==> src/pkg/dfsi_defines.svh <==
// Summary of operation
// - Power stage turns off when measured temperature exceeds the limit; readable status.
// - Lead/lag past limit or stall timeout disables power stage, raises locked rotor.
// - Locked rotor error only ever raised while the rotor tracking loop is enabled.
// - Locked rotor shown in tracking loop status bits and as an error code.
// - With tracking loop enabled a stopped or blocked shaft raises locked rotor.
// - Supply indicator: solid green main in range, flashing green on auxiliary supply.
// - Supply indicator: solid red main out of range, flashing red auxiliary bad.
// - Network indicator solid green while node is operational.
// - Network indicator single green flash while node is stopped.
// - Network indicator continuous green flashing while node is pre-operational.
// - Network indicator solid red while the CAN controller is bus-off.
// - Network indicator single red flash when an error counter reaches warning level.
// - Network indicator double red flash after guarding or heartbeat timeout event.
// - Network indicator triple red flash when SYNC misses the cycle period.
`ifndef DFSI_DEFINES_SVH
`define DFSI_DEFINES_SVH

// ****************************************
// register map (byte addresses)
// ****************************************
`define DFSI_A_CTRL 8'h00
`define DFSI_A_TEMP_MAX 8'h04
`define DFSI_A_LAG_LIM 8'h08
`define DFSI_A_STALL_TO 8'h0C
`define DFSI_A_SYNC_PER 8'h10
`define DFSI_A_STATUS 8'h14
`define DFSI_A_ERR_CODE 8'h18
`define DFSI_A_IRQ_STAT 8'h1C
`define DFSI_A_IRQ_CLR 8'h20
`define DFSI_A_IRQ_EN 8'h24
`define DFSI_A_TEMP 8'h28

// ****************************************
// fields and reset values
// ****************************************
`define DFSI_CTRL_TRACK 0
`define DFSI_CTRL_DRIVE 1
`define DFSI_CTRL_FCLR 2
`define DFSI_TEMP_MAX_RST 12'hC00
`define DFSI_LAG_LIM_RST 16'h0100
`define DFSI_STALL_TO_RST 24'h0F4240
`define DFSI_EV_TEMP 0
`define DFSI_EV_LOCK 1
`define DFSI_EV_GUARD 2
`define DFSI_EV_SYNC 3
`define DFSI_EV_BUSOFF 4
`define DFSI_NEV 5
`define DFSI_ERR_NONE 8'h00
`define DFSI_ERR_LOCK 8'h01
`define DFSI_ERR_TEMP 8'h02

// ****************************************
// timing
// ****************************************
`define DFSI_CLK_HZ 10000000
`define DFSI_SLOT_MS 200
`define DFSI_SLOT_CYC (`DFSI_CLK_HZ / 1000 * `DFSI_SLOT_MS)
`define DFSI_US_CYC (`DFSI_CLK_HZ / 1000000)
`define DFSI_FRAME_SLOTS 4'hA

`endif

==> src/pkg/dfsi_pkg.sv <==
package dfsi_pkg;
  typedef enum logic [1:0] {
    DFSI_NMT_STOP = 2'h0,
    DFSI_NMT_PREOP = 2'h1,
    DFSI_NMT_OPER = 2'h2
  } dfsi_nmt_t;
endpackage

==> src/pkg/dfsi_blink_if.sv <==
interface dfsi_blink_if;
  logic flash;
  logic single;
  logic double;
  logic triple;
  modport gen (output flash, output single, output double, output triple);
  modport use_p (input flash, input single, input double, input triple);
endinterface

==> src/rtl/dfsi_blink.sv <==
`include "dfsi_defines.svh"
module dfsi_blink #(
  parameter int unsigned SLOT_CYC = `DFSI_SLOT_CYC
) (
  input wire logic core_clk, // clock
  input wire logic rst, // async reset
  dfsi_blink_if.gen pat // pattern levels
);
  logic [31:0] cyc_r;
  logic [3:0] slot_r;
  wire slot_end = (cyc_r == 32'(SLOT_CYC - 1));
  wire frame_end = (slot_r == `DFSI_FRAME_SLOTS - 4'h1);

  // ****************************************
  // shared slot timebase
  // ****************************************
  always_ff @(posedge core_clk or posedge rst) begin
    if (rst) begin
      cyc_r <= 32'h0;
      slot_r <= 4'h0;
    end else begin
      cyc_r <= slot_end ? 32'h0 : cyc_r + 32'h1;
      if (slot_end) begin
        slot_r <= frame_end ? 4'h0 : slot_r + 4'h1;
      end
    end
  end

  // one-slot pulses at slots 0, 2, 4 of a ten-slot frame leave a long dark gap
  always_ff @(posedge core_clk or posedge rst) begin
    if (rst) begin
      pat.flash <= 1'b0;
      pat.single <= 1'b0;
      pat.double <= 1'b0;
      pat.triple <= 1'b0;
    end else begin
      pat.flash <= ~slot_r[0];
      pat.single <= (slot_r == 4'h0);
      pat.double <= (slot_r == 4'h0) | (slot_r == 4'h2);
      pat.triple <= (slot_r == 4'h0) | (slot_r == 4'h2) | (slot_r == 4'h4);
    end
  end
endmodule // dfsi_blink

==> src/rtl/dfsi_top.sv <==
// The plain strobed port and the address map were left to the implementer.
`include "dfsi_defines.svh"
module dfsi_top
  import dfsi_pkg::*;
#(
  parameter int unsigned SLOT_CYC = `DFSI_SLOT_CYC
) (
  input wire logic core_clk, // 10 MHz clock
  input wire logic rst, // async reset, active high
  input wire logic [7:0] addr, // register byte address
  input wire logic [31:0] wdata, // write data
  input wire logic wr, // write strobe
  input wire logic rd, // read strobe
  output logic [31:0] rdata, // read data, cycle after rd
  input wire logic [11:0] temp_meas, // power stage temperature
  input wire logic [15:0] lead_lag, // signed rotor/stator error
  input wire logic motion_cmd, // steps being commanded
  input wire logic enc_step, // encoder moved this cycle
  input wire logic main_supply_on, // main supply present
  input wire logic main_supply_ok, // main supply in range
  input wire logic aux_supply_ok, // auxiliary supply in range
  input wire logic [1:0] nmt_state, // network node state
  input wire logic bus_off, // CAN controller bus-off
  input wire logic err_warn, // error counter at warning level
  input wire logic guard_evt, // node guarding event pulse
  input wire logic hb_evt, // heartbeat consumer timeout pulse
  input wire logic sync_rx, // SYNC message received pulse
  output logic power_en, // power stage enable
  output logic supply_indicator_green, // supply indicator green
  output logic supply_indicator_red, // supply indicator red
  output logic network_indicator_green, // network indicator green
  output logic network_indicator_red, // network indicator red
  output logic irq // level interrupt
);

  // ****************************************
  // register file
  // ****************************************
  logic [2:0] ctrl_r;
  logic [11:0] temp_max_r;
  logic [15:0] lag_lim_r;
  logic [23:0] stall_to_r;
  logic [31:0] sync_per_r;
  logic [`DFSI_NEV-1:0] irq_en_r;
  logic [`DFSI_NEV-1:0] irq_st_r;

  wire wr_ctrl = wr & (addr == `DFSI_A_CTRL);
  wire wr_tmax = wr & (addr == `DFSI_A_TEMP_MAX);
  wire wr_lag = wr & (addr == `DFSI_A_LAG_LIM);
  wire wr_stall = wr & (addr == `DFSI_A_STALL_TO);
  wire wr_sync = wr & (addr == `DFSI_A_SYNC_PER);
  wire wr_iclr = wr & (addr == `DFSI_A_IRQ_CLR);
  wire wr_ien = wr & (addr == `DFSI_A_IRQ_EN);
  wire fault_clr = wr_ctrl & wdata[`DFSI_CTRL_FCLR];
  wire track_en = ctrl_r[`DFSI_CTRL_TRACK];
  wire drive_en = ctrl_r[`DFSI_CTRL_DRIVE];

  always_ff @(posedge core_clk or posedge rst) begin
    if (rst) begin
      ctrl_r <= 3'h0;
      temp_max_r <= `DFSI_TEMP_MAX_RST;
      lag_lim_r <= `DFSI_LAG_LIM_RST;
      stall_to_r <= `DFSI_STALL_TO_RST;
      sync_per_r <= 32'h0;
      irq_en_r <= '0;
    end else begin
      // fault clear bit is a pulse and never stored
      if (wr_ctrl) ctrl_r <= {1'b0, wdata[1:0]};
      if (wr_tmax) temp_max_r <= wdata[11:0];
      if (wr_lag) lag_lim_r <= wdata[15:0];
      if (wr_stall) stall_to_r <= wdata[23:0];
      if (wr_sync) sync_per_r <= wdata;
      if (wr_ien) irq_en_r <= wdata[`DFSI_NEV-1:0];
    end
  end

  // ****************************************
  // temperature supervision
  // ****************************************
  logic over_d_r;
  wire temp_over = (temp_meas > temp_max_r);

  // ****************************************
  // locked rotor detection
  // ****************************************
  logic [23:0] stall_cnt_r;
  logic lock_r;
  logic [7:0] err_code_r;
  wire [15:0] lag_neg = 16'(~lead_lag + 16'h1);
  wire [15:0] lag_mag = lead_lag[15] ? lag_neg : lead_lag;
  wire lag_over = (lag_mag > lag_lim_r);
  wire stall_run = track_en & motion_cmd & ~enc_step;
  wire stall_sat = (stall_cnt_r == 24'hFFFFFF);
  wire stall_hit = stall_run & (stall_to_r != 24'h0) & (stall_cnt_r >= stall_to_r);
  // gated by the loop enable so no lock can appear in bypass operation
  wire lock_set = track_en & (lag_over | stall_hit);
  wire [23:0] stall_cnt_nxt = ~stall_run ? 24'h0 :
                              stall_sat ? stall_cnt_r : stall_cnt_r + 24'h1;
  wire lock_nxt = lock_set | (lock_r & ~fault_clr & track_en);
  wire [7:0] err_code_nxt = lock_nxt ? `DFSI_ERR_LOCK :
                            temp_over ? `DFSI_ERR_TEMP : `DFSI_ERR_NONE;

  always_ff @(posedge core_clk or posedge rst) begin
    if (rst) begin
      stall_cnt_r <= 24'h0;
      lock_r <= 1'b0;
      err_code_r <= `DFSI_ERR_NONE;
      over_d_r <= 1'b0;
    end else begin
      stall_cnt_r <= stall_cnt_nxt;
      lock_r <= lock_nxt;
      err_code_r <= err_code_nxt;
      over_d_r <= temp_over;
    end
  end

  // the stage drops in the same cycle the fault is latched, not one later
  always_ff @(posedge core_clk or posedge rst) begin
    if (rst) begin
      power_en <= 1'b0;
    end else begin
      power_en <= drive_en & ~temp_over & ~lock_nxt;
    end
  end

  // ****************************************
  // SYNC supervision
  // ****************************************
  logic [3:0] us_cnt_r;
  logic [31:0] sync_cnt_r;
  logic sync_to_r;
  wire us_tick = (us_cnt_r == 4'(`DFSI_US_CYC - 1));
  wire sync_mon = (sync_per_r != 32'h0);
  wire sync_exp = sync_mon & ~sync_rx & (sync_cnt_r >= sync_per_r);

  always_ff @(posedge core_clk or posedge rst) begin
    if (rst) begin
      us_cnt_r <= 4'h0;
      sync_cnt_r <= 32'h0;
      sync_to_r <= 1'b0;
    end else begin
      us_cnt_r <= us_tick ? 4'h0 : us_cnt_r + 4'h1;
      if (sync_rx | ~sync_mon) begin
        sync_cnt_r <= 32'h0;
      end else if (us_tick & ~sync_exp) begin
        sync_cnt_r <= sync_cnt_r + 32'h1;
      end
      sync_to_r <= sync_exp | (sync_to_r & ~sync_rx & sync_mon);
    end
  end

  // ****************************************
  // interrupt status
  // ****************************************
  logic bus_off_d_r;
  logic sync_to_d_r;
  logic lock_d_r;
  wire [`DFSI_NEV-1:0] ev;
  assign ev[`DFSI_EV_TEMP] = temp_over & ~over_d_r;
  // rising edge only, so a held lock does not re-set the bit after software clears it
  assign ev[`DFSI_EV_LOCK] = lock_r & ~lock_d_r;
  assign ev[`DFSI_EV_GUARD] = guard_evt | hb_evt;
  assign ev[`DFSI_EV_SYNC] = sync_to_r & ~sync_to_d_r;
  assign ev[`DFSI_EV_BUSOFF] = bus_off & ~bus_off_d_r;

  always_ff @(posedge core_clk or posedge rst) begin
    if (rst) begin
      bus_off_d_r <= 1'b0;
      sync_to_d_r <= 1'b0;
      lock_d_r <= 1'b0;
    end else begin
      bus_off_d_r <= bus_off;
      sync_to_d_r <= sync_to_r;
      lock_d_r <= lock_r;
    end
  end

  genvar gi;
  generate
    for (gi = 0; gi < `DFSI_NEV; gi++) begin : g_sticky
      // a new event in the clearing cycle keeps the bit set
      always_ff @(posedge core_clk or posedge rst) begin
        if (rst) begin
          irq_st_r[gi] <= 1'b0;
        end else begin
          irq_st_r[gi] <= ev[gi] | (irq_st_r[gi] & ~(wr_iclr & wdata[gi]));
        end
      end
    end
  endgenerate

  always_ff @(posedge core_clk or posedge rst) begin
    if (rst) begin
      irq <= 1'b0;
    end else begin
      irq <= |(irq_st_r & irq_en_r);
    end
  end

  // ****************************************
  // indicators
  // ****************************************
  dfsi_blink_if pat ();

  dfsi_blink #(.SLOT_CYC(SLOT_CYC)) u_blink (
    .core_clk(core_clk),
    .rst(rst),
    .pat(pat)
  );

  wire sup_g = main_supply_on ? main_supply_ok : (aux_supply_ok & pat.flash);
  wire sup_r = main_supply_on ? ~main_supply_ok : (~aux_supply_ok & pat.flash);
  wire net_g = (nmt_state == DFSI_NMT_OPER) ? 1'b1 :
               (nmt_state == DFSI_NMT_STOP) ? pat.single :
               (nmt_state == DFSI_NMT_PREOP) ? pat.flash : 1'b0;
  // the double flash stays until software clears the guard event bit
  wire net_r = bus_off ? 1'b1 :
               sync_to_r ? pat.triple :
               irq_st_r[`DFSI_EV_GUARD] ? pat.double :
               err_warn ? pat.single : 1'b0;

  always_ff @(posedge core_clk or posedge rst) begin
    if (rst) begin
      supply_indicator_green <= 1'b0;
      supply_indicator_red <= 1'b0;
      network_indicator_green <= 1'b0;
      network_indicator_red <= 1'b0;
    end else begin
      supply_indicator_green <= sup_g;
      supply_indicator_red <= sup_r;
      network_indicator_green <= net_g;
      network_indicator_red <= net_r;
    end
  end

  // ****************************************
  // read port
  // ****************************************
  wire [31:0] status_w = {24'h0, nmt_state, err_warn, bus_off, sync_to_r,
                          lag_over, lock_r, track_en};
  wire [31:0] temp_w = {19'h0, temp_over, temp_meas};
  wire [31:0] rd_val =
    (addr == `DFSI_A_CTRL) ? {29'h0, ctrl_r} :
    (addr == `DFSI_A_TEMP_MAX) ? {20'h0, temp_max_r} :
    (addr == `DFSI_A_LAG_LIM) ? {16'h0, lag_lim_r} :
    (addr == `DFSI_A_STALL_TO) ? {8'h0, stall_to_r} :
    (addr == `DFSI_A_SYNC_PER) ? sync_per_r :
    (addr == `DFSI_A_STATUS) ? status_w :
    (addr == `DFSI_A_ERR_CODE) ? {24'h0, err_code_r} :
    (addr == `DFSI_A_IRQ_STAT) ? {27'h0, irq_st_r} :
    (addr == `DFSI_A_IRQ_EN) ? {27'h0, irq_en_r} :
    (addr == `DFSI_A_TEMP) ? temp_w : 32'h0;

  always_ff @(posedge core_clk or posedge rst) begin
    if (rst) begin
      rdata <= 32'h0;
    end else begin
      rdata <= rd ? rd_val : 32'h0;
    end
  end
endmodule // dfsi_top
==> config.mk <==
export PLATFORM = sky130hd
export DESIGN_NAME = dfsi_top
export DESIGN_NICKNAME = d
export VERILOG_FILES = /design/src/pkg/dfsi_pkg.sv /design/src/pkg/dfsi_blink_if.sv /design/src/rtl/dfsi_blink.sv /design/src/rtl/dfsi_top.sv
export VERILOG_INCLUDE_DIRS = /design/src /design/src/pkg
export SDC_FILE = /design/constraint.sdc
export NUM_CORES = 1
export LEC_CHECK = 0
export BUFFER_PORTS_ARGS = -buffer_cell sky130_fd_sc_hd__buf_2
export CORE_MARGIN = 2
export CORE_UTILIZATION = 40
export DETAILED_ROUTE_END_ITERATION = 16
export PLACE_DENSITY = 0.54
export SYNTH_ARGS = -nofsm -noshare
export SYNTH_HDL_FRONTEND = slang
export SYNTH_SLANG_ARGS = --single-unit
==> constraint.sdc <==
create_clock -name core_clk -period 20.5 [get_ports core_clk]
set_clock_uncertainty 0.2 [all_clocks]
set_input_delay 0 -clock core_clk [delete_from_list [all_inputs] [get_ports core_clk]]
set_output_delay 0 -clock core_clk [all_outputs]
set_load 0.02 [all_outputs]
# Word level (Yosys, flattened, before mapping)
# Index checks and enable logic that the tools add are counted.
dict set report op_classes {
  add_sub_neg 6
  n_mul 0
  div 0
  magnitude_cmp 4
  eq_ne 19
  n_shift 0
  n_mux 30
  n_bitwise 71
  reduce_logical 7
}
# cell n
set op_table {}
lappend op_table {{32-bit two-way mux} 9}
lappend op_table {{13-bit two-way mux} 5}
lappend op_table {{32-bit by 1-bit adder with 32-bit output (second input constant)} 2}
lappend op_table {{24-bit two-way mux} 2}
lappend op_table {{1-bit bitwise AND} 38}
lappend op_table {{32-bit by 21-bit equality test with 1-bit output (second input constant)} 1}
lappend op_table {{8-bit by 5-bit equality test with 1-bit output (second input constant)} 4}
lappend op_table {{32-bit greater-or-equal comparator} 1}
lappend op_table {{32-bit nonzero test} 1}
lappend op_table {{24-bit by 1-bit adder with 24-bit output (second input constant)} 1}
lappend op_table {{24-bit equality test (second input constant)} 1}
lappend op_table {{8-bit by 6-bit equality test with 1-bit output (second input constant)} 3}
lappend op_table {{24-bit greater-or-equal comparator} 1}
lappend op_table {{24-bit nonzero test} 1}
lappend op_table {{1-bit NOT} 19}
lappend op_table {{16-bit by 1-bit adder with 16-bit output (second input constant)} 1}
lappend op_table {{8-bit by 4-bit equality test with 1-bit output (second input constant)} 2}
lappend op_table {{16-bit > comparator} 1}
lappend op_table {{16-bit two-way mux} 1}
lappend op_table {{16-bit NOT} 1}
lappend op_table {{12-bit > comparator} 1}
lappend op_table {{1-bit bitwise OR} 12}
lappend op_table {{1-bit two-way mux} 9}
lappend op_table {{4-bit by 1-bit adder with 4-bit output (second input constant)} 2}
lappend op_table {{other kinds (15)} 18}
dict set report word_totals {
  register_bits 242
  latchBits 0
  ram_bits 0
  rom_bits 0
  input_bits 84
  out_inout_bits 38
  word_cells 171
  mem_count 0
}

# Depth between registers and ports, before layout
# Gate-level depths: netlist (run 1).
dict set report depth {
  depth_word 12
  depth_mapped 14
  mapped_depth_nobuf 14
}

# Hierarchy
# A second synthesis (run 1) with hierarchy kept.
dict set report hier_totals {
  hier_cells 1314
  area_unflattened_um2 13191.4
}
# module instances cells_per_inst area_per_inst_um2 seq_area_each_um2
set modules_own_cells {}
lappend modules_own_cells {dfsi_top 1 1140 11324.6 5042.3}
lappend modules_own_cells {dfsi_blink 1 174 1866.8 1001.0}

# Worst setup path before layout (run 1)
# OpenSTA, ideal clock, no wires.
dict set report synth_timing {
  kind {input port to flip-flop}
  start {in lead_lag[5]}
  end {reg power_en}
  setup_ns 0.072
  t_arrival_ns 2.726
  t_required_ns 20.228
  setup_slack_ns 17.502
  cell_stages 14
  n_path_buf 0
  path_cell_list {nor4_1 > nand2b_1 > nor2_1 > nand4_1 > o31ai_1 > xnor2_1 > ha_1 > nand4_1 > or4_1 > o32ai_1 > a31oi_1 > o21ai_0 > o21ai_0 > nor2_1}
}
dict set report synth_between {
  elab_chain_cells 9
}
# item line_no
set synth_lines {}
lappend synth_lines {{start, declared} dfsi_top.sv:16} ;# input wire logic [15:0] lead_lag,
lappend synth_lines {{16-bit NOT} dfsi_top.sv:89} ;# wire [15:0] lag_neg = 16'(~lead_lag + 16'h1);
lappend synth_lines {{16-bit by 1-bit adder with 16-bit output} dfsi_top.sv:89}
lappend synth_lines {{16-bit two-way mux (*)} dfsi_top.sv:90} ;# wire [15:0] lag_mag = lead_lag[15] ? lag_neg : lead_lag;
lappend synth_lines {{16-bit > comparator (*)} dfsi_top.sv:91} ;# wire lag_over = (lag_mag > lag_lim_r);
lappend synth_lines {{1-bit bitwise OR (*)} dfsi_top.sv:96} ;# wire lock_set = track_en & (lag_over | stall_hit);
lappend synth_lines {{1-bit bitwise AND (*)} dfsi_top.sv:96}
lappend synth_lines {{1-bit bitwise OR (*)} dfsi_top.sv:99} ;# wire lock_nxt = lock_set | (lock_r & ~fault_clr & track_en);
lappend synth_lines {{1-bit NOT (*)} dfsi_top.sv:122} ;# power_en <= drive_en & ~temp_over & ~lock_nxt;
lappend synth_lines {{1-bit bitwise AND (*)} dfsi_top.sv:122}
lappend synth_lines {{end signal, assigned} dfsi_top.sv:122}
lappend synth_lines {{end, declared} dfsi_top.sv:28} ;# output logic power_en,
# Mark *: on every way between the ends. The rest lies on a longest branch, timed or not.
# A chain may end at the register's enable or synchronous reset.

# Final worst setup path (run 1)
dict set report layout_timing {
  start {reg sync_per_r[30]}
  end {reg sync_cnt_r[24]}
}
dict set report layout_between {
  elab_chain_cells 6
  word_cells_on_any_way 10
  cone_classes {order compare: 1; mux: 1; bitwise: 6; reduce/logical: 2}
}
# item line_no
set layout_lines {}
lappend layout_lines {{start, declared} dfsi_top.sv:43} ;# logic [31:0] sync_per_r;
lappend layout_lines {{start signal, assigned} dfsi_top.sv:72} ;# if (wr_sync) sync_per_r <= wdata;
lappend layout_lines {{parallel branches: the longest is 6 deep, another holds 32-bit greater-or-equal comparator} -}
lappend layout_lines {{end signal, assigned} dfsi_top.sv:146} ;# sync_cnt_r <= sync_cnt_r + 32'h1;
lappend layout_lines {{end, declared} dfsi_top.sv:130} ;# logic [31:0] sync_cnt_r;
# Several ways; the timed one is not identified.

==> results of run 1 <==
-- what timing repair did --
item | in CTS | in global routing
setup buffers | 0 | 0
hold buffers | 84 | 0
hold endpoints to repair | 263 | 0
-- power groups by stage --
stage | logic, mW | registers (mW) | clock network (mW)
final | 0.116 | 0.500 | 0.522
after global routing | 0.130 | 0.501 | 0.552
after CTS | 0.117 | 0.500 | 0.532
after detailed placement | 0.105 | 0.508 | 0
after global placement | 0.104 | 0.508 | 0
after floorplan | 0.0659 | 0.504 | 0
-- final timing paths --
| kind | slack, ns | from | end |
|---|---|---|---|
| worst max register to register | 17.00 | sync_per_r[30] | sync_cnt_r[24] |
| worst min register to register | 0.21 | sync_to_d_r | irq_st_r[3] |
| min in group asynchronous | 0.52 | rst | us_cnt_r[3] |
| max in group asynchronous | 18.16 | rst | rdata[6] |
| worst min-delay path | 0.03 | wdata[25] | sync_per_r[25] |
| worst max-delay path | 17.00 | sync_per_r[30] | sync_cnt_r[24] |
-- final cells by class --
cell class / instances / area (sq um)
fillers: 3110 / 16390
multi-input cells: 925 / 6495
flip-flops and latches: 241 / 6043
repair buffers: 212 / 1499
clock buffers: 38 / 809.5
well taps: 442 / 553.0
inverters: 111 / 424.2
clock inverters: 13 / 158.9
diodes: 1 / 2.502
-- metal layers --
layer | vias up | track usage, % | part of all wire [%]
li1 | 5110 | - | -
met1 | 5114 | 30.52 | 47
met2 | 207 | 33.86 | 45
met3 | 65 | 3.893 | 4.9
met4 | 0 | 6.667 | 2.9
met5 | - | 0 | 0
-- synth_stat cells, types with 7 or more instances --
master | count | area, sq um
dfstp_2 | 10 | 262.8
nand3_1 | 43 | 215.2
mux2_2 | 93 | 1047
o211ai_1 | 8 | 60.06
o21a_1 | 8 | 60.06
a22oi_1 | 30 | 225.2
and2_1 | 7 | 43.79
nand2_1 | 112 | 420.4
inv_1 | 111 | 416.7
or3_1 | 17 | 106.4
a21o_1 | 14 | 105.1
o21ai_0 | 57 | 285.3
nor3_1 | 22 | 110.1
nand4_1 | 38 | 237.7
xnor2_1 | 54 | 473.0
xor2_1 | 22 | 192.7
ha_1 | 88 | 1101
nor4_1 | 25 | 156.4
a21oi_1 | 60 | 300.3
nand2b_1 | 7 | 43.79
dfrtp_1 | 231 | 5781
nor2_1 | 108 | 405.4
and4_1 | 11 | 96.34
clkbuf_1 | 29 | 108.9
and3_1 | 23 | 143.9
-- tightest hold or removal path: cells and delay by family --
kind / cells / cell delay (ns)
buffers and inverters: 2 / 0.62
multiplexers: 1 / 0.13
-- registers in the layout, indices dropped and copies added (netlist names), 2 cells and up --
register,count
rdata,32
sync_cnt_r,32
sync_per_r,32
u_blink.cyc_r,32
stall_cnt_r,24
stall_to_r,24
lag_lim_r,16
temp_max_r,12
irq_en_r,5
irq_st_r,5
u_blink.slot_r,4
us_cnt_r,4
ctrl_r,2
err_code_r,2
-- through the flow --
step	area, sq um	worst slack, ns	cells	hold WS [ns]	utilization [%]
floorplan	13100	13.70	1314	-0.1686	-
global placement	14170	17.05	1847	-0.02762	43.78
detailed placement	14170	16.98	1847	-0.03055	43.78
CTS	15980	16.98	1982	0.00002315	49.37
global route	15990	16.74	1983	0.03638	49.38
finish	15990	17.00	1983	0.03116	49.38
-- cell families after synthesis --
| logic type | count (synthesis) |
|---|---|
| buffers and inverters | 148 |
| DFF | 241 |
| AOI/OAI and AO/OA | 223 |
| xor gates and xnor gates | 76 |
| adders and majority gates | 88 |
| and+or+nand+nor | 439 |
| muxes | 99 |
==> metrics.log, run 1 <==
INFO  metric run_status = completed
INFO  metric final_cell_mix = 231 x dfrtp_1, 121 x buf_2, 112 x nand2_1
INFO  metric areaGrowthSynthToFinish = 22.01%
INFO  metric share_clk_of_total_power = 45.9%
INFO  metric chipWidth = 185.0 microns
INFO  metric syn_avg_cell_area = 9.971 sq um
INFO  metric via_count = 10,500
INFO  metric syn_inst = 1,314
INFO  metric seqPwrFrac = 43.9%
INFO  metric detailed_place_hpwl = 26.00 mm
INFO  metric mostFrequentLayoutCell = dfrtp_1
INFO  metric post-route-min-period = 3.498 ns
INFO  metric timing.critical_path.fanout_max = 12
INFO  metric post_synth_xor_area_fraction = 5.081%
INFO  metric fin_tns_setup = 0 ns
INFO  metric htree_num_levels = 1
INFO  metric cp_cell_sequence = inv_1, ha_1, nand4_1, or4_1, or2_2, o22ai_1, nor3_1, a211o_1, nand2_1
INFO  metric syn_nets = 1,486
INFO  metric start_util = 40.47%
INFO  metric crit_path_max_incr_delay = 0.73 ns
INFO  metric grt_pass1_vias = 10,460
INFO  metric report.final.slew_viol_count = 0
INFO  metric port-buffer-count = 121
INFO  metric setup.worst_path.class = reg2reg
INFO  metric timing.hold.worst.class = in2reg
INFO  metric critical_path_buf_inv_count = 1
INFO  metric critical_path_source_type = register
INFO  metric grt_max_degree = 104
INFO  metric grt_setup_unrepaired = no
INFO  metric edff_count_synth = 0
INFO  metric grt_first_pass_wirelength = 57.95 mm
INFO  metric ys_async_sr_fraction = 100.0%
INFO  metric drt-pass1-iter-count = 7
INFO  metric cp.arrival = 3.79 ns
INFO  metric cts.repair.resized = 0
INFO  metric yosysUniqueCellTypes = 60
INFO  metric antenna_found_initial = 1
INFO  metric highest_attainable_clock_frequency = 285.9 MHz
INFO  metric ant_nets = 0
INFO  metric tot_pwr = 1.138 mW
INFO  metric pwrdens = 71.17 nW/um^2
INFO  metric p_switching = 287.3 uW
INFO  metric slew-limit-headroom = 30.79%
INFO  metric critical-path-slowest-cell = o22ai_1
INFO  metric synth_simple_gate_area_share = 16.70%
INFO  metric first_iter_violations = 662
INFO  metric cts_root_buffer = clkbuf_16
INFO  metric grt_overflow = 0
INFO  metric vdd.ir_drop.worst = 0.06916 mV
INFO  metric finalHoldViolations = 0
INFO  metric p_int = 850.2 uW
INFO  metric synth.mux.area_fraction = 8.452%
INFO  metric layout.nets = 1,692
INFO  metric clk_path_buf_depth = 3
INFO  metric worstPathRequired = 20.79 ns
INFO  metric warnings_synthesis = 0
INFO  metric cell_area_after_synthesis = 13,100 sq um
INFO  metric combPwrFrac = 10.2%
INFO  metric cts.reportedPaths.clkPinSlew = 0.06 ns
INFO  metric worst-path-stages = 9
INFO  metric layout-drive-gt1-share = 18.77%
INFO  metric rr_worst_depth = 9
INFO  metric clock_sink_count = 241
INFO  metric switching_share = 25.26%
INFO  metric synth_seq_cells = 241
INFO  metric p_leak = 7.236 nW
INFO  metric critPathCaptureType = register
INFO  metric timing_worst_slew_pin_value = 1.032 ns
INFO  metric count_of_boundary_i_o_pins = 122
INFO  metric finalSetupViolations = 0
INFO  metric routedWlPerCell = 18.37 microns
INFO  metric path_delay_family = simple AND/OR/NAND/NOR gates
INFO  metric area_fraction_in_compound_gates_after_synthesis = 10.90%
INFO  metric die_height = 185.0 microns
INFO  metric skew_pair_late_insertion_delay = 0.55 ns
INFO  metric remaining_drc_errors = 0
INFO  metric route.detailed.vias_per_inst = 5.293
INFO  metric gp_congestion = 0.8186
INFO  metric timing.final.crit_share = 17.06%
INFO  metric cts_inserted_buffers = 29
INFO  metric core_area = 32,370 sq um
INFO  metric tritoncts = yes
INFO  metric main_combinational_cell_family_by_area_after_synthesis = simple AND/OR/NAND/NOR gates
INFO  metric max_capacitance_violation_total = 0
INFO  metric synthFlopType = dfrtp_1
INFO  metric detail_route.wirelength = 36.43 mm
INFO  metric fp.dieArea = 34,220 sq um
INFO  metric yosys.area_share.adder = 8.404%
INFO  metric hold_depth = 3
INFO  metric core.rowCount = 66
INFO  metric synth_seq_area_share = 46.13%
INFO  metric grt_resource_usage_total = 21.64%
Power figures use the tool's default switching activity.
==> run 2, diff against run 1 <==
- PLACE_DENSITY: 0.54 -> 0.57
- clock period: 20.5 -> 3 ns (I/O delays scaled with it)
==> run 2 against run 1 <==
  * The run now ends with negative hold slack left
  * Non-clock buffer count increased by 98
  * Cell count increased by 5.1%
  * Combinational power increased to 8.4 times the previous value
  * Sequential share of layout area decreased by 2.2 points
  * Via count increased by 4.7%
  * Sequential cell count unchanged
  * Design area increased by 6.2%
==> metrics.log, run 2 (same netlist as run 1, synthesis figures left out) <==
INFO  metric timing_worst_slew_pin_value = 0.7166 ns
INFO  metric cp-endpoint = power_en
INFO  metric p_leak = 7.835 nW
INFO  metric post-route-worst-setup-slack = 0.1311 ns
INFO  metric run_status = complete, but fails checks
INFO  metric cts_root_buffer = clkbuf_16
INFO  metric tightest_hold_margin = -0.01483 ns
INFO  metric tritoncts = yes
INFO  metric critical_path_source_type = input pin
INFO  metric critPathCaptureType = register
INFO  metric final_cell_mix = 231 x dfrtp_1, 121 x buf_2, 111 x nand2_1
INFO  metric timing.critical_path.fanout_max = 3
INFO  metric route.detailed.vias_per_inst = 5.272
INFO  metric cp.arrival = 3.09 ns
INFO  metric highest-signal-layer = met4
INFO  metric first_iter_violations = 617
INFO  metric layout-drive-gt1-share = 24.95%
INFO  metric skew_pair_late_insertion_delay = 0.54 ns
INFO  metric areaGrowthSynthToFinish = 29.56%
INFO  metric worstPathRequired = 3.22 ns
INFO  metric layout.nets = 1,789
INFO  metric grt_first_pass_wirelength = 57.96 mm
INFO  metric chipWidth = 185.0 microns
INFO  metric timing.hold.worst.class = in2reg
INFO  metric final.fill_count = 2,932
INFO  metric slew-limit-headroom = 51.78%
INFO  metric finish.utilization = 52.44%
INFO  metric die_height = 185.0 microns
INFO  metric failing_checks = negative hold slack
INFO  metric grt_overflow = 0
INFO  metric start_util = 40.47%
INFO  metric clock_sink_count = 241
INFO  metric grt_resource_usage_total = 21.42%
INFO  metric post-route-min-period = 2.869 ns
INFO  metric grt_setup_unrepaired = yes
INFO  metric ant_nets = 0
INFO  metric fp.dieArea = 34,220 sq um
INFO  metric vdd.ir_drop.worst = 0.4691 mV
INFO  metric timing.critical_path.from = lead_lag[5]
INFO  metric wl_met3 = 1.760 mm
INFO  metric routedWlPerCell = 17.45 microns
INFO  metric core_area = 32,370 sq um
INFO  metric cts.reportedPaths.clkPinSlew = 0.06 ns
INFO  metric pwrdens = 481.6 nW/um^2
INFO  metric timing.final.crit_share = 95.63%
INFO  metric fin_tns_setup = 0 ns
INFO  metric finalSetupViolations = 0
INFO  metric cts_inserted_buffers = 28
INFO  metric crit-reg2reg-launch = sync_per_r[6]
INFO  metric max_capacitance_violation_total = 0
INFO  metric placement_stage_worst_setup_slack = -0.5312 ns
INFO  metric grt_max_degree = 67
INFO  metric count_of_boundary_i_o_pins = 122
INFO  metric report.final.slew_viol_count = 0
INFO  metric htree_num_levels = 1
INFO  metric highest_attainable_clock_frequency = 348.6 MHz
INFO  metric remaining_drc_errors = 0
INFO  metric grt_pass1_vias = 10,850
INFO  metric drt-pass1-iter-count = 5
INFO  metric mostFrequentLayoutCell = dfrtp_1
INFO  metric detail_route.wirelength = 36.37 mm
INFO  metric antenna_found_initial = 3
INFO  metric setup.worst_path.class = in2reg
INFO  metric via_count = 10,990
INFO  metric worst_r2r_endpoint = sync_cnt_r[15]
INFO  metric detailroute.wirelength.met2 = 17.43 mm
INFO  metric detailed_place_hpwl = 26.51 mm
INFO  metric drt-met1-wl = 16.31 mm
INFO  metric clk_path_buf_depth = 3
INFO  metric port-buffer-count = 121
INFO  metric worst-r2r-setup-slack = 0.14 ns
INFO  metric core.rowCount = 66
INFO  metric finalHoldViolations = 2
INFO  metric rr_worst_depth = 10
INFO  metric gp_congestion = 0.8612
INFO  metric tot_pwr = 8.175 mW
run 2: cell count changes in the layout (fill, tap and decap cells not counted), sizes merged:
cell | previous run | this run
clkbuf | 38 | 37
buf | 128 | 228
bufinv | 3 | 6
dlygate4sd3 | 84 | 82
inv | 111 | 110
diode | 1 | 3
run 2: through the flow:
| stage | instance area [sq um] | instances |
|---|---|---|
| 2_1_floorplan | 13110 | 1314 |
| 3_3_place_gp | 14960 | 1944 |
| 3_5_place_dp | 14960 | 1944 |
| 4_1_cts | 16860 | 2079 |
| 5_1_grt | 16970 | 2084 |
| 6_report | 16970 | 2084 |
run 2: what timing repair did:
item                       in CTS  in global routing
buffers inserted                1                  2
setup endpoints to repair      24                 31
cloned                          0                  0
hold endpoints to repair      394                  0
pin swaps                       2                  5
hold buffers                   82                  0
gates resized for setup         6                 22
run 2: worst min path at each step:
stage	from	endpoint	slack, ns	cells after the start
2_1_floorplan	bus_off	bus_off_d_r	-0.17	0
5_1_grt	motion_cmd	err_code_r[0]	0.008	4
4_1_cts	motion_cmd	stall_cnt_r[20]	0.002	4
6_report	motion_cmd	err_code_r[0]	-0.01	4
3_5_place_dp	rst	irq_st_r[2]	-0.06	2
3_3_place_gp	rst	irq_st_r[2]	-0.05	2
run 2: power by group:
| group | switching [mW] | internal (mW) |
|---|---|---|
| clock | 1.38 | 2.42 |
| combinational | 0.528 | 0.448 |
| sequential | 0.0644 | 3.33 |
run 2: area by class of cell:
type / instances / area, sq um / share of cell area (%)
well taps: 442 / 553.0 / 3.258
clock buffers: 37 / 815.8 / 4.806
diodes: 3 / 7.507 / 0.04423
flip-flops and latches: 241 / 6043 / 35.60
inverters: 111 / 420.4 / 2.477
clock inverters: 15 / 234.0 / 1.378
multi-input cells: 925 / 6604 / 38.91
repair buffers: 310 / 2296 / 13.53
run 2: metal layers:
metal / vias up / track usage, %
li1: 5286 / -
met1: 5397 / 28.88
met2: 246 / 35.85
met3: 57 / 3.539
met4: 0 / 5.524
met5: - / 0
run 2: critical path, cell delays in order:
cell and delay, ns:
buf_2 0.11, nor4_2 0.31, nand2b_1 0.14, nor2_1 0.15
nand4_1 0.16, o31ai_2 0.23, xnor2_1 0.12, ha_1 0.30
nand4_1 0.13, or4_1 0.58, a21o_1 0.18, a31oi_2 0.26
o21ai_0 0.14, o21ai_1 0.18, nor2_1 0.09
==> run 3, diff against run 2 <==
- BUFFER_PORTS_ARGS: -buffer_cell sky130_fd_sc_hd__buf_2 -> -buffer_cell sky130_fd_sc_hd__buf_4
==> run 3 against run 2 <==
  * The run now ends clean
  * Combinational power is essentially flat
  * Cell count grew 0.82%
  * Total power shrank 1.6%
  * Clock-buffer cell count grew 5
  * Die area is the same
  * Sequential share of layout area shrank 0.96 points
  * Wire length grew 1.6%
  * Global-route usage grew 0.40 points
  * Worst setup slack lost 0.080 ns
  * Critical path depth shrank 6
==> metrics.log, run 3 (same netlist as run 1, synthesis figures left out) <==
INFO  metric vdd.ir_drop.worst = 0.3857 mV
INFO  metric timing.final.crit_share = 98.29%
INFO  metric tritoncts = yes
INFO  metric setup.worst_path.class = in2reg
INFO  metric grt_overflow = 0
INFO  metric layout-drive-gt1-share = 25.74%
INFO  metric max_capacitance_violation_total = 0
INFO  metric final_cell_mix = 231 x dfrtp_1, 225 x buf_4, 110 x nand2_1
INFO  metric timing_worst_slew_pin_value = 0.5797 ns
INFO  metric timing.hold.worst.class = in2reg
INFO  metric finish.utilization = 53.89%
INFO  metric p_switching = 2.006 mW
INFO  metric count_of_boundary_i_o_pins = 122
INFO  metric ant_nets = 0
INFO  metric critPathCaptureType = register
INFO  metric port-buffer-count = 121
INFO  metric crit-reg2reg-launch = sync_per_r[0]
INFO  metric clock_sink_count = 241
INFO  metric cp.arrival = 3.23 ns
INFO  metric worst-r2r-setup-slack = 0.10 ns
INFO  metric mostFrequentLayoutCell = dfrtp_1
INFO  metric timing.hold.worst_endpoint = sync_per_r[29]
INFO  metric worst_r2r_endpoint = sync_cnt_r[15]
INFO  metric finalSetupViolations = 0
INFO  metric skew_pair_late_insertion_delay = 0.56 ns
INFO  metric timing.critical_path.fanout_max = 28
INFO  metric routedWlPerCell = 17.59 microns
INFO  metric cts_inserted_buffers = 29
INFO  metric switching_share = 24.95%
INFO  metric timing.hold.worst.start = wdata[29]
INFO  metric hold_depth = 3
INFO  metric core_area = 32,370 sq um
INFO  metric core.rowCount = 66
INFO  metric critical_path_source_type = input pin
INFO  metric grt_max_degree = 72
INFO  metric grt_resource_usage_total = 21.82%
INFO  metric grt_first_pass_wirelength = 58.95 mm
INFO  metric highest_attainable_clock_frequency = 339.1 MHz
INFO  metric clk_path_buf_depth = 3
INFO  metric finalHoldViolations = 0
INFO  metric cts.reportedPaths.clkPinSlew = 0.06 ns
INFO  metric cts_root_buffer = clkbuf_16
INFO  metric p_int = 6.034 mW
INFO  metric detail_route.wirelength = 36.96 mm
INFO  metric antenna_found_initial = 0
INFO  metric drt-pass1-iter-count = 5
INFO  metric combPwrFrac = 12.6%
INFO  metric remaining_drc_errors = 0
INFO  metric report.final.slew_viol_count = 0
INFO  metric diodes = 0
INFO  metric areaGrowthSynthToFinish = 33.15%
INFO  metric layout.nets = 1,808
INFO  metric gp_congestion = 0.8506
INFO  metric rr_worst_depth = 9
INFO  metric run_status = completed
INFO  metric grt_pass1_vias = 11,180
INFO  metric seqPwrFrac = 42.3%
INFO  metric pwrdens = 460.9 nW/um^2
INFO  metric slew-limit-headroom = 61.00%
INFO  metric route.detailed.vias_per_inst = 5.223
INFO  metric place_area = 15,270 sq um
INFO  metric worstPathRequired = 3.28 ns
INFO  metric share_clk_of_total_power = 45.1%
INFO  metric htree_num_levels = 1
INFO  metric start_util = 40.47%
INFO  metric p_leak = 7.958 nW
INFO  metric chipWidth = 185.0 microns
INFO  metric die_height = 185.0 microns
INFO  metric first_iter_violations = 562
INFO  metric final_area = 17,440 sq um
INFO  metric fp.dieArea = 34,220 sq um
INFO  metric via_count = 10,970
INFO  metric post-route-min-period = 2.949 ns
INFO  metric detailed_place_hpwl = 26.65 mm
[run 3: power groups by stage]
stage	registers, mW	clock network [mW]	logic [mW]
6_report	3.40	3.63	1.01
5_1_grt	3.41	3.84	1.12
4_1_cts	3.40	3.71	0.983
3_5_place_dp	3.46	0	0.883
3_3_place_gp	3.45	0	0.872
2_1_floorplan	3.45	0	0.451
[run 3: worst max-delay path by stage]
stage / from / slack, ns / endpoint
final: addr[5] / 0.05 / rdata[8]
after global routing: sync_cnt_r[0] / -0.03 / sync_cnt_r[15]
after CTS: lead_lag[5] / 0.008 / power_en
after detailed placement: lead_lag[5] / -0.56 / power_en
after global placement: lead_lag[5] / -0.50 / power_en
after floorplan: rst / -0.35 / bus_off_d_r
[run 3: layout make-up]
cell class | instances | area, sq um
inverter | 111 | 420.4
tap | 442 | 553.0
clock inverter | 12 | 128.9
clock buffer | 42 | 884.6
multi-input combinational | 925 | 6656
timing repair buffer | 328 | 2758
fill | 2961 | 14930
sequential | 241 | 6043
[run 3: what timing repair did]
| action | 4_1_cts | 5_1_grt |
|---|---|---|
| gates resized for setup | 5 | 38 |
| endpoints found under the hold margin | 402 | 0 |
| setup endpoints to repair | 30 | 50 |
| pin swaps | 0 | 10 |
| cloned | 0 | 1 |
| setup buffers | 0 | 3 |
| hold buffers | 96 | 0 |
[run 3: worst max-delay path, stage by stage]
cell and delay [ns]:
dlygate4sd3_1 0.55, buf_4 0.15, nor3_1 0.42, and3_1 0.29
buf_4 0.33, a22oi_1 0.15, dlygate4sd3_1 0.58, a21oi_1 0.15
dlygate4sd3_1 0.59
[run 3: stage by stage]
step           setup slack, ns  setup TNS, ns  std cells  power [mW]  hold WS [ns]
2_1_floorplan          -0.3536         -81.69       1314       3.898       -0.1686
3_3_place_gp           -0.4956         -1.904       1947       4.326       -0.1079
3_5_place_dp           -0.5555         -2.954       1947       4.340       -0.1229
4_1_cts               0.008126              0       2097       8.095      0.005884
5_1_grt               -0.03303       -0.07795       2101       8.362       0.02142
6_report               0.05127              0       2101       8.041       0.02736
[run 3: routing by layer]
| layer | vias up | routed length [microns] | global-route usage (%) |
|---|---|---|---|
| met2 | 200 | 17520 | 36.46 |
| li1 | 5319 | - | - |
| met4 | 0 | 1014 | 6.222 |
| met1 | 5389 | 16850 | 29.56 |
| met5 | - | 0 | 0 |
| met3 | 65 | 1572 | 3.087 |
